--- config.mk ---
export PLATFORM = sky130hd
export DESIGN_NAME = actr_trim_bank
export DESIGN_NICKNAME = d
export VERILOG_FILES = /design/src/actr_trim_reg.v /design/src/actr_trim_bank.v
export VERILOG_INCLUDE_DIRS = /design/src
export SDC_FILE = /design/constraint.sdc
export NUM_CORES = 1
export LEC_CHECK = 0
export BUFFER_PORTS_ARGS = -buffer_cell sky130_fd_sc_hd__buf_2
export CAP_MARGIN = 10
export CELL_PAD_IN_SITES_DETAIL_PLACEMENT = 0
export CELL_PAD_IN_SITES_GLOBAL_PLACEMENT = 1
export CORE_MARGIN = 5
export CORE_UTILIZATION = 39
export CTS_BUF_LIST = sky130_fd_sc_hd__clkbuf_8
export CTS_CLUSTER_DIAMETER = 50
export CTS_CLUSTER_SIZE = 8
export DETAILED_ROUTE_END_ITERATION = 10
export GPL_ROUTABILITY_DRIVEN = 0
export HOLD_SLACK_MARGIN = 0.03
export MAX_ROUTING_LAYER = met4
export PLACE_DENSITY = 0.81
export SETUP_SLACK_MARGIN = 0.1
export SLEW_MARGIN = 20
export SYNTH_ARGS = -nofsm -noshare
export SYNTH_HDL_FRONTEND = slang
export SYNTH_SLANG_ARGS = --single-unit
--- constraint.sdc ---
create_clock -name ref_clk -period 2.75 [get_ports ref_clk]
set_input_delay 0.1375 -clock ref_clk [delete_from_list [all_inputs] [get_ports ref_clk]]
set_output_delay 0.1375 -clock ref_clk [all_outputs]
set_load 0.01 [all_outputs]
--- src/actr_consts.vh ---
// Holds the register map, field layout and reset values of the trim bank.
// Assumes an 8-bit byte-addressed register port with a 12-bit address.
//
// Behaviour
// - Timing trims are 8-bit read/write sample delays.
// - Each timing trim drives only its own core.
// - Trims reset to factory values, software may overwrite.
// - Third-for-first timing trim sits at 0x087.
// - Third-for-second timing trim sits at 0x088.
// - Second core dual timing trim sits at 0x089.
// - First core input A offset at 0x08A-0x08B.
// - First core input B offset at 0x08C-0x08D.
// - Offset bits 15-12 reserved RW reset zero.
// - Offset value is read as unsigned.
`ifndef ACTR_CONSTS_VH
`define ACTR_CONSTS_VH

`define ACTR_ADDR_W 12
`define ACTR_DATA_W 8
// ***********************************************************************
// Register offsets
// ***********************************************************************
`define ACTR_TT_THIRD_FIRST 12'h087
`define ACTR_TT_THIRD_SECOND 12'h088
`define ACTR_TT_SECOND_DUAL 12'h089
`define ACTR_OT_A_LO 12'h08A
`define ACTR_OT_A_HI 12'h08B
`define ACTR_OT_B_LO 12'h08C
`define ACTR_OT_B_HI 12'h08D
`define ACTR_CAL_CTRL 12'h0F0
`define ACTR_CAL_STAT 12'h0F1
// ***********************************************************************
// Field positions
// ***********************************************************************
`define ACTR_OFS_W 12
`define ACTR_RSVD_W 4
`define ACTR_CTRL_OS 0
`define ACTR_CTRL_BG 1
`define ACTR_CTRL_BGOS 2
`define ACTR_CTRL_DUAL 3
`define ACTR_CTRL_BGPHASE 4
`define ACTR_STAT_FGBUSY 0
`define ACTR_STAT_FGDONE 1
`define ACTR_STAT_HALTED 2
`define ACTR_STAT_WRBLK 3
// ***********************************************************************
// Reset values
// ***********************************************************************
`define ACTR_RSVD_RST 4'h0
`define ACTR_CTRL_RST 8'h00

`endif

--- src/actr_trim_reg.v ---
// Holds one trim register loaded from a factory value on reset.
// Assumes the factory value is stable around reset release.
`timescale 1ns/100ps
module actr_trim_reg #(
    parameter W = 8
) (
    input wire ref_clk,
    input wire rst_n,
    input wire [W-1:0] factoryVal,
    input wire wrEn,
    input wire [W-1:0] wrMask,
    input wire [W-1:0] wrData,
    output wire [W-1:0] value
);
    reg [W-1:0] value_q;
    reg [W-1:0] value_d;

    always @* begin
        value_d = value_q;
        if (wrEn) begin
            value_d = (value_q & ~wrMask) | (wrData & wrMask);
        end
    end

    // The reset is synchronous, so taking the factory input is legal here.
    always @(posedge ref_clk) begin
        if (!rst_n) begin
            value_q <= factoryVal;
        end else begin
            value_q <= value_d;
        end
    end

    assign value = value_q;
endmodule

--- src/actr_trim_bank.v ---
// Holds the timing and offset trim register bank and its register port.
// Assumes single-cycle strobes and read data one cycle after a read.
//
// The plain strobed port was left to the implementer.
`timescale 1ns/100ps
`include "actr_consts.vh"
module actr_trim_bank #(
    parameter AW = `ACTR_ADDR_W,
    parameter DW = `ACTR_DATA_W
) (
    input wire ref_clk,
    input wire rst_n,
    input wire [AW-1:0] regAddr,
    input wire [DW-1:0] regWrData,
    input wire regWrStb,
    input wire regRdStb,
    output wire [DW-1:0] regRdData,
    input wire [7:0] factoryTimingThirdFirst,
    input wire [7:0] factoryTimingThirdSecond,
    input wire [7:0] factoryTimingSecondDual,
    input wire [11:0] factoryOffsetInA,
    input wire [11:0] factoryOffsetInB,
    input wire fgCalBusy,
    input wire fgCalDone,
    input wire calHalted,
    input wire thirdForFirstActive,
    input wire thirdForSecondActive,
    output wire [7:0] timingTrimCoreThird,
    output wire timingTrimThirdValid,
    output wire [7:0] timingTrimCoreSecond,
    output wire timingTrimSecondValid,
    output wire [11:0] offsetTrimInA,
    output wire [11:0] offsetTrimInB,
    output wire offsetCalEnable,
    output wire backgroundCalEnable,
    output wire backgroundOffsetCalEnable,
    output wire dualChannelMode,
    output wire offsetWriteBlocked
);
    // ********************************************************************
    // Address decode
    // ********************************************************************
    wire hitTtFirst = (regAddr == `ACTR_TT_THIRD_FIRST);
    wire hitTtSecond = (regAddr == `ACTR_TT_THIRD_SECOND);
    wire hitTtDual = (regAddr == `ACTR_TT_SECOND_DUAL);
    wire hitOaLo = (regAddr == `ACTR_OT_A_LO);
    wire hitOaHi = (regAddr == `ACTR_OT_A_HI);
    wire hitObLo = (regAddr == `ACTR_OT_B_LO);
    wire hitObHi = (regAddr == `ACTR_OT_B_HI);
    wire hitCtrl = (regAddr == `ACTR_CAL_CTRL);
    wire hitStat = (regAddr == `ACTR_CAL_STAT);

    // ********************************************************************
    // Calibration control
    // ********************************************************************
    reg [7:0] calCtrl_q;
    always @(posedge ref_clk) begin
        if (!rst_n) begin
            calCtrl_q <= `ACTR_CTRL_RST;
        end else if (regWrStb && hitCtrl) begin
            calCtrl_q <= regWrData;
        end
    end
    assign offsetCalEnable = calCtrl_q[`ACTR_CTRL_OS];
    assign backgroundCalEnable = calCtrl_q[`ACTR_CTRL_BG];
    assign backgroundOffsetCalEnable = calCtrl_q[`ACTR_CTRL_BGOS];
    assign dualChannelMode = calCtrl_q[`ACTR_CTRL_DUAL];
    wire bgPhase = calCtrl_q[`ACTR_CTRL_BGPHASE];

    // Offset writes are dropped while the calibration engine owns them, so
    // a misbehaving host cannot corrupt a running calibration. The drop is
    // visible as a status bit; it costs nothing in a correct system.
    assign offsetWriteBlocked = fgCalBusy
        | (backgroundCalEnable & backgroundOffsetCalEnable);

    // ********************************************************************
    // Trim registers
    // ********************************************************************
    wire [7:0] ttFirst;
    wire [7:0] ttSecond;
    wire [7:0] ttDual;
    wire [15:0] oaVal;
    wire [15:0] obVal;
    wire oWrOk = regWrStb & ~offsetWriteBlocked;

    actr_trim_reg #(.W(8)) uTtFirst (
        .ref_clk(ref_clk),
        .rst_n(rst_n),
        .factoryVal(factoryTimingThirdFirst),
        .wrEn(regWrStb & hitTtFirst),
        .wrMask(8'hFF),
        .wrData(regWrData),
        .value(ttFirst)
    );
    actr_trim_reg #(.W(8)) uTtSecond (
        .ref_clk(ref_clk),
        .rst_n(rst_n),
        .factoryVal(factoryTimingThirdSecond),
        .wrEn(regWrStb & hitTtSecond),
        .wrMask(8'hFF),
        .wrData(regWrData),
        .value(ttSecond)
    );
    actr_trim_reg #(.W(8)) uTtDual (
        .ref_clk(ref_clk),
        .rst_n(rst_n),
        .factoryVal(factoryTimingSecondDual),
        .wrEn(regWrStb & hitTtDual),
        .wrMask(8'hFF),
        .wrData(regWrData),
        .value(ttDual)
    );
    // Reserved nibble resets to zero and is writable.
    actr_trim_reg #(.W(16)) uOa (
        .ref_clk(ref_clk),
        .rst_n(rst_n),
        .factoryVal({`ACTR_RSVD_RST, factoryOffsetInA}),
        .wrEn(oWrOk & (hitOaLo | hitOaHi)),
        .wrMask({{8{hitOaHi}}, {8{hitOaLo}}}),
        .wrData({regWrData, regWrData}),
        .value(oaVal)
    );
    actr_trim_reg #(.W(16)) uOb (
        .ref_clk(ref_clk),
        .rst_n(rst_n),
        .factoryVal({`ACTR_RSVD_RST, factoryOffsetInB}),
        .wrEn(oWrOk & (hitObLo | hitObHi)),
        .wrMask({{8{hitObHi}}, {8{hitObLo}}}),
        .wrData({regWrData, regWrData}),
        .value(obVal)
    );

    // ********************************************************************
    // Trim routing to the cores
    // ********************************************************************
    // The third core takes whichever trim matches the core it stands in
    // for; with neither role active its trim is flagged not valid.
    assign timingTrimCoreThird = thirdForFirstActive ? ttFirst
        : ttSecond;
    assign timingTrimThirdValid = dualChannelMode & ~bgPhase
        & (thirdForFirstActive | thirdForSecondActive);
    assign timingTrimCoreSecond = ttDual;
    assign timingTrimSecondValid = dualChannelMode & ~bgPhase;
    // Offsets drive the core as plain unsigned codes.
    assign offsetTrimInA = oaVal[`ACTR_OFS_W-1:0];
    assign offsetTrimInB = obVal[`ACTR_OFS_W-1:0];

    // ********************************************************************
    // Read port
    // ********************************************************************
    reg [DW-1:0] rdMux;
    reg [DW-1:0] rdData_q;
    always @* begin
        rdMux = 8'h00;
        if (hitTtFirst) begin
            rdMux = ttFirst;
        end else if (hitTtSecond) begin
            rdMux = ttSecond;
        end else if (hitTtDual) begin
            rdMux = ttDual;
        end else if (hitOaLo) begin
            rdMux = oaVal[7:0];
        end else if (hitOaHi) begin
            rdMux = oaVal[15:8];
        end else if (hitObLo) begin
            rdMux = obVal[7:0];
        end else if (hitObHi) begin
            rdMux = obVal[15:8];
        end else if (hitCtrl) begin
            rdMux = calCtrl_q;
        end else if (hitStat) begin
            // Status lets the host time offset writes.
            rdMux = {4'h0, offsetWriteBlocked, calHalted, fgCalDone,
                fgCalBusy};
        end
    end

    // Read data stands one cycle only; zero otherwise and for unmapped.
    always @(posedge ref_clk) begin
        if (!rst_n) begin
            rdData_q <= 8'h00;
        end else if (regRdStb) begin
            rdData_q <= rdMux;
        end else begin
            rdData_q <= 8'h00;
        end
    end
    assign regRdData = rdData_q;
endmodule

# Yosys cells after proc, flatten, opt, wreduce, memory -nomap -nowiden
# Index checks and enable logic that the tools add are counted.
[word_totals] register_bits=72 in_bits=77 output_inout_bits=55 wordCells=68
[op_classes] eq_ne=14 n_mux=20 bitwise=23 reduce_logical=2
[ops] operator="$mux 8" count=15
[ops] operator="$eq 12x8->1 const B" count=9
[ops] operator="$and 16x16->16" count=4
[ops] operator="$mux 12" count=4
[ops] operator="$not 16->16" count=2
[ops] operator="$or 16x16->16" count=2
[ops] operator="$ne 2x1->1 const B" count=5
[ops] operator="$and 1x1->1" count=9
[ops] operator="$mux 4" count=1
[ops] operator="$or 1x1->1" count=4
[ops] operator="$not 1->1" count=2
[ops] operator="$reduce_and 2->1" count=1
[ops] operator="$logic_and 1x1->1" count=1

# Depth between registers and ports, before layout
# Gate-level depths: netlist of run 1.
[depth] word_depth=11 ltp_mapped=8 depth_no_buf=5

# By module
# A second synthesis of run 1 with hierarchy kept.
[hier_totals] hier_cells=569 area_unflattened_um2=4660.7
[by_module_without_submodules] module="actr_trim_reg at uOa ..." n_inst=2 cells_per_inst=103 area_per_inst_um2=869.6 seq_area_each_um2=480.5
[by_module_without_submodules] module="actr_trim_bank" n_inst=1 cells_per_inst=210 area_per_inst_um2=1596.5 seq_area_each_um2=320.3
[by_module_without_submodules] module="actr_trim_reg at uTtDual ..." n_inst=3 cells_per_inst=51 area_per_inst_um2=441.7 seq_area_each_um2=240.2

# Worst setup path before layout of run 1
# No wires, ideal clock.
[synth_path] kind="input port to flip-flop" start="input port regAddr[9]" end="register (tool-made name)" setup_ns=0.384 arrival_ns=1.940 required_time_ns=2.366 setup_slack_ns=0.426 cell_stages=5 path_buffers=1 cell_sequence="or4_4 -> buf_6 -> nor3_4 -> nand2_2 -> o21ai_0"
[synth_rtl] item="start: declaration" line_no="actr_trim_bank.v:13" text="input wire [AW-1:0] regAddr,"

==> results of run 1 <==
## power groups by stage
stage          clock network (µW)  logic, µW  registers, µW
3_3_place_gp                    0        330           1300
4_1_cts                      1050        337           1270
3_5_place_dp                    0        336           1290
6_report                     1060        336           1270
5_1_grt                      1120        369           1280
2_1_floorplan                   0        198           1280
## cell usage in the layout, fill, tap and decap left out, types with 4 or more instances in the layout
| cell type | n |
|---|---|
| inv_1 | 49 |
| nor2b_1 | 6 |
| o21ai_0 | 46 |
| mux2_2 | 11 |
| buf_2 | 131 |
| a31oi_1 | 6 |
| nand3_1 | 21 |
| edfxtp_1 | 48 |
| a22o_1 | 5 |
| a21oi_1 | 14 |
| a21boi_0 | 16 |
| dfxtp_1 | 24 |
| o221ai_1 | 4 |
| nor2_1 | 7 |
| nand2_1 | 43 |
| a22oi_1 | 6 |
| o22ai_1 | 25 |
| buf_4 | 14 |
| clkbuf_8 | 9 |
## worst min-delay path by stage
stage                     slack, ps      endpoint  cells past startpoint
after floorplan                 280     flip-flop                      2
after global placement          420  calCtrl_q[3]                      3
after detailed placement        430  regRdData[1]                      3
after CTS                        50  regRdData[1]                      3
after global routing             70  regRdData[1]                      3
final                            60  regRdData[1]                      3
## worst max-delay path, cell delays in order, from the launching register on
cell and delay [ps]:
dfxtp_1 360, a21o_1 230, or2_2 410, o21ai_0 610
## kinds of logic (layout without fill, tap and decap cells)
| group | count (synthesis) | in the layout | share of synthesized area, % |
|---|---|---|---|
| multiplexers | 11 | 11 | 3.085 |
| flip-flops | 72 | 72 | 47.87 |
| AO/OA/AOI/OAI | 139 | 139 | 22.09 |
| AND/OR/NAND/NOR | 106 | 106 | 14.49 |
| buffers and inverters | 100 | 210 | 12.46 |
## stage by stage
stage,cells,setup slack (ps),hold WS (ps)
6_report,674,780.0,55.37
5_1_grt,674,683.0,66.32
4_1_cts,674,758.0,49.31
3_5_place_dp,658,637.0,432.1
3_3_place_gp,658,732.1,417.4
2_1_floorplan,428,425.8,282.4
## routing by layer
layer,vias up,global-route usage [%],wire (µm)
li1,1721,-,-
met4,0,5.515,185
met2,183,34.02,6155
met5,-,-,0
met3,13,4.674,1071
met1,1706,27.26,5541
## cell type report
type	count	area (µm²)	share of cell area, %
Sequential cell	72	1922	39.34
Multi-Input combinational cell	256	1599	32.74
Timing Repair Buffer	145	760.7	15.57
Inverter	49	183.9	3.765
Tap cell	136	170.2	3.484
Clock inverter	7	125.1	2.561
Clock buffer	9	123.9	2.536
==> flow_summary.json, run 1 <==
{
  "status": "finished, final reports clean",
  "tns_ps": 0,
  "wl_per_cell_um": 19.22,
  "powerDensity_mw_per_mm2": 545.6,
  "track_usage_pct": 21.19,
  "drc": 0,
  "synth_area_mm2": 0.004015,
  "relSlewSlack_pct": 53.01,
  "clkTransAtPathRegs_ps": 90,
  "cts-resized-gates": 0,
  "grt_pass1_wl_um": 20080,
  "drive_gt1_share_pct": 34.76,
  "synth_top_area_cell": "edfxtp_1",
  "viasPerCell": 5.375,
  "reg2reg_depth": 3,
  "cts_root_buffer": "clkbuf_8",
  "async_flop_share_pct": 0,
  "drtIter0Drc": 350,
  "post-route-period-util_pct": 71.64,
  "min_period_ps": 1970,
  "die_width_um": 111.5,
  "synth-edff-count": 48,
  "hpwlAfterDp_um": 10060,
  "worstReg2RegStart": "calCtrl_q[2]",
  "critPathArrivalTime_ps": 1970,
  "fmax_ghz": 0.5076,
  "syn_inst": 428,
  "grt_max_degree": 46,
  "portBuffers": 131,
  "crit_start": "calCtrl_q[2]",
  "cp-start-kind": "flip-flop",
  "max-clock-path-buffers": 2,
  "ys_types": 53,
  "ys_seq_area_share_pct": 47.87,
  "cts_buffers": 9,
  "clk_latency_ps": 360,
  "p_leak_uw": 0.002017,
  "grt_antenna_before_repair": 0,
  "skew_ps": 10.87,
  "avgSynthCellArea_um2": 9.381,
  "p_total_uw": 2665,
  "swShare_pct": 25.71,
  "hold_path.class": "input port to flip-flop",
  "p_int_uw": 1980,
  "pwr-share-clk_pct": 39.7,
  "rows": 37,
  "crit_fanout": 14,
  "switchingPower_uw": 685.3,
  "coreArea_mm2": 0.01018,
  "final_util_pct": 47.96,
  "start_util_pct": 39.42,
  "grt_pass1_vias": 3746,
  "ys_top_cells_by_area": "edfxtp_1 36%, dfxtp_1 12%, o21ai_0 5.7%, inv_1 4.6%, buf_4 4.5%",
  "reg2reg_slack_ps": 780,
  "grt_overflow": 0,
  "worst_pin_slew_ps": 697.5,
  "cap_violations": 0,
  "dieHeight_um": 111.5,
  "cp-end-kind": "flip-flop",
  "synth_top_flop_cell": "edfxtp_1",
  "finalHoldViolCount": 0,
  "pwr-share-seq_pct": 47.7,
  "synth-seq-cells": 72,
  "area_growth_syn_to_layout_pct": 21.66,
  "io_pins": 132,
  "min_from": "regRdStb",
  "vdd_ir_drop_max_mv": 0.2397,
  "cts_num_sinks": 72,
  "nNetsFinal": 610,
  "fillers": 1002,
  "p_comb_share_pct": 12.6,
  "post_cts_buffers": 0,
  "drt-total-wl_um": 12950,
  "setup_viol": 0,
  "placed_cell_area_mm2": 0.004636,
  "diodes": 0,
  "ys_warn_count": 0,
  "synth.most_common_cell": "inv_1",
  "rsz0062_at_grt": "no",
  "dieArea_mm2": 0.01242,
  "drv_slew": 0,
  "vias": 3623,
  "worstSetupPathType": "flip-flop to flip-flop",
  "ant_nets": 0,
  "synth_top_area_share_pct": 35.90,
  "synth_commonest_cells": "49 x inv_1, 48 x edfxtp_1, 46 x o21ai_0",
  "final_area_mm2": 0.004885,
  "syn_nets": 505,
  "cts_tree": "built",
  "required_ps": 2750,
  "htreeDepth": 3,
  "dr.pass1.iters": 5,
  "ctsHoldBuffers": 0
}
(Power assumes the default switching activity.)
==> inputs of run 2 (changes only) <==
Settings changed: ABC_AREA set to 1, CORE_UTILIZATION 39 to 34, PLACE_DENSITY 0.81 to 0.77.
Clock period 2.75 ns to 1.7 ns, I/O delays scaled along.
==> flow_summary.json, run 2 <==
{
  "synth_top_flop_cell": "edfxtp_1",
  "skew_ps": 12.20,
  "crit_path_cell_trace": "inv_1 -> nor2_1 -> o21a_1 -> buf_2",
  "worstSetupPathDepth": 4,
  "max-clock-path-buffers": 2,
  "ys_warn_count": 0,
  "drv_slew": 0,
  "reg2reg_depth": 8,
  "synth_top_area_share_pct": 36.35,
  "io_pins": 132,
  "coreArea_mm2": 0.01142,
  "p_leak_uw": 0.002692,
  "place_inst": 764,
  "ys_seq_area_share_pct": 48.47,
  "track_usage_pct": 18.61,
  "drc": 0,
  "grt_pass1_wl_um": 20000,
  "cp_top_family": "flip-flops",
  "async_flop_share_pct": 0,
  "synth_area_mm2": 0.003965,
  "post-route-period-util_pct": 86.66,
  "final_cell_mix": "144 x nand2_1, 131 x buf_2, 62 x inv_1",
  "grt_antenna_before_repair": 0,
  "synthXorXnorAreaFrac_pct": 0,
  "setup_viol": 0,
  "cp_slowest_stage_delay_ps": 390,
  "synth-seq-cells": 72,
  "worstSetupPathType": "flip-flop to output pin",
  "avgSynthCellArea_um2": 7.883,
  "relSlewSlack_pct": 59.83,
  "vias": 3904,
  "ant_nets": 0,
  "status": "finished, final reports clean",
  "crit_slowest_cell": "dfxtp_1",
  "clk_latency_ps": 360,
  "synth_top_family_by_area": "simple AND/OR/NAND/NOR gates",
  "dieHeight_um": 118.0,
  "critPathArrivalTime_ps": 1390,
  "hpwlAfterDp_um": 9701,
  "dieArea_mm2": 0.01392,
  "cts_root_buffer": "clkbuf_8",
  "drive_gt1_share_pct": 28.36,
  "powerDensity_mw_per_mm2": 725.4,
  "cts_num_sinks": 72,
  "wl_per_cell_um": 14.97,
  "rows": 39,
  "synth_commonest_cells": "144 x nand2_1, 66 x o21ai_0, 62 x inv_1",
  "ys_types": 32,
  "viasPerCell": 4.681,
  "reg2reg_slack_ps": 280,
  "worstReg2RegStart": "calCtrl_q[2]",
  "worst_pin_slew_ps": 597.0,
  "grt_overflow": 0,
  "synth-edff-count": 48,
  "synth_compound_area_share_pct": 11.30,
  "dr.pass1.iters": 5,
  "syn_nets": 580,
  "rsz0062_at_grt": "no",
  "grt_pass1_vias": 3946,
  "required_ps": 1620,
  "layout.cells.non_filler": 834,
  "finalHoldViolCount": 0,
  "cts_buffers": 9,
  "worst-path-buf-inv": 2,
  "grt_max_degree": 45,
  "min_period_ps": 1473,
  "tns_ps": 0,
  "area_growth_syn_to_layout_pct": 38.37,
  "htreeDepth": 3,
  "cp-start-kind": "flip-flop",
  "fillers": 1161,
  "nNetsFinal": 763,
  "final_common_cell": "nand2_1",
  "drt-total-wl_um": 12490,
  "cts_tree": "built",
  "crit_fanout": 3,
  "synth_top_area_cell": "edfxtp_1",
  "drtIter0Drc": 218,
  "synthSimpleGateAreaFrac_pct": 27.33,
  "syn_inst": 503,
  "p_total_uw": 3980,
  "cp-end-kind": "output pin",
  "vdd_ir_drop_max_mv": 0.4436,
  "start_util_pct": 34.72,
  "min_from": "factoryOffsetInB[1]",
  "synth.most_common_cell": "nand2_1",
  "cap_violations": 0,
  "die_width_um": 118.0,
  "hold_depth": 3,
  "synthAdderAreaFrac_pct": 0,
  "hold_path.class": "input port to flip-flop",
  "ys_top_cells_by_area": "edfxtp_1 36%, nand2_1 14%, dfxtp_1 12%, o21ai_0 8.3%, inv_1 5.9%",
  "portBuffers": 131,
  "crit_start": "calCtrl_q[3]",
  "synthMuxAreaShare_pct": 0.2840,
  "fmax_ghz": 0.6788,
  "clkTransAtPathRegs_ps": 80,
  "diodes": 0
}
run 2: report_power, final:
group / internal (µW) / switching, µW / leakage (µW) / total [µW]
logic: 274 / 310 / 0.00194 / 584
clock network: 680 / 679 / 0.0000974 / 1360
registers: 1980 / 54.8 / 0.000658 / 2040
total: 2940 / 1040 / 0.00269 / 3980
run 2: cell families (layout without fill, tap and decap cells):
| family | count (synthesis) | in the layout |
|---|---|---|
| flip-flops | 72 | 72 |
| multiplexers | 1 | 1 |
| AO/OA/AOI/OAI | 87 | 87 |
| AND/OR/NAND/NOR | 240 | 240 |
| buffers and inverters | 103 | 291 |
run 2: routing by layer:
metal	GRT usage (%)	part of all wire [%]
met5	-	0
met3	3.508	5.6
met1	21.94	42
met2	32.07	51
met4	5.878	1.5
run 2: tightest hold or removal path: stages:
cell and delay, ps:
buf_2 80, nand2_1 50, o21ai_0 70
run 2: repair_timing:
item	4_1_cts	5_1_grt
setup endpoints to repair	0	4
hold endpoints to repair	54	0
hold buffers	54	0
resized for setup	0	1
setup buffers	0	0
run 2: worst max-delay path by stage:
stage | end | slack (ps)
2_1_floorplan | uTtFirst.value[0] | 60
3_3_place_gp | regRdData[7] | 40
3_5_place_dp | regRdData[7] | 10
4_1_cts | timingTrimThirdValid | 160
5_1_grt | flip-flop | 100
6_report | timingTrimThirdValid | 230
run 2: metrics by stage:
step | area [µm²] | hold WS [ps] | utilization, % | worst slack, ps
global placement | 4751 | 328.1 | 41.61 | 36.17
global route | 5487 | 54.77 | 48.05 | 102.8
detailed placement | 4751 | 338.8 | 41.61 | 12.88
floorplan | 3965 | 219.9 | - | 57.63
CTS | 5487 | 42.33 | 48.05 | 164.9
finish | 5487 | 49.87 | 48.05 | 226.8
run 2: layout make-up:
| class | count | area (µm²) | area share, % |
|---|---|---|---|
| sequential | 72 | 1922 | 35.03 |
| multi-input combinational | 328 | 1543 | 28.12 |
| timing repair buffer | 212 | 1411 | 25.72 |
| inverter | 63 | 236.5 | 4.310 |
| tap | 143 | 178.9 | 3.261 |
| clock buffer | 9 | 123.9 | 2.258 |
| clock inverter | 7 | 71.32 | 1.300 |
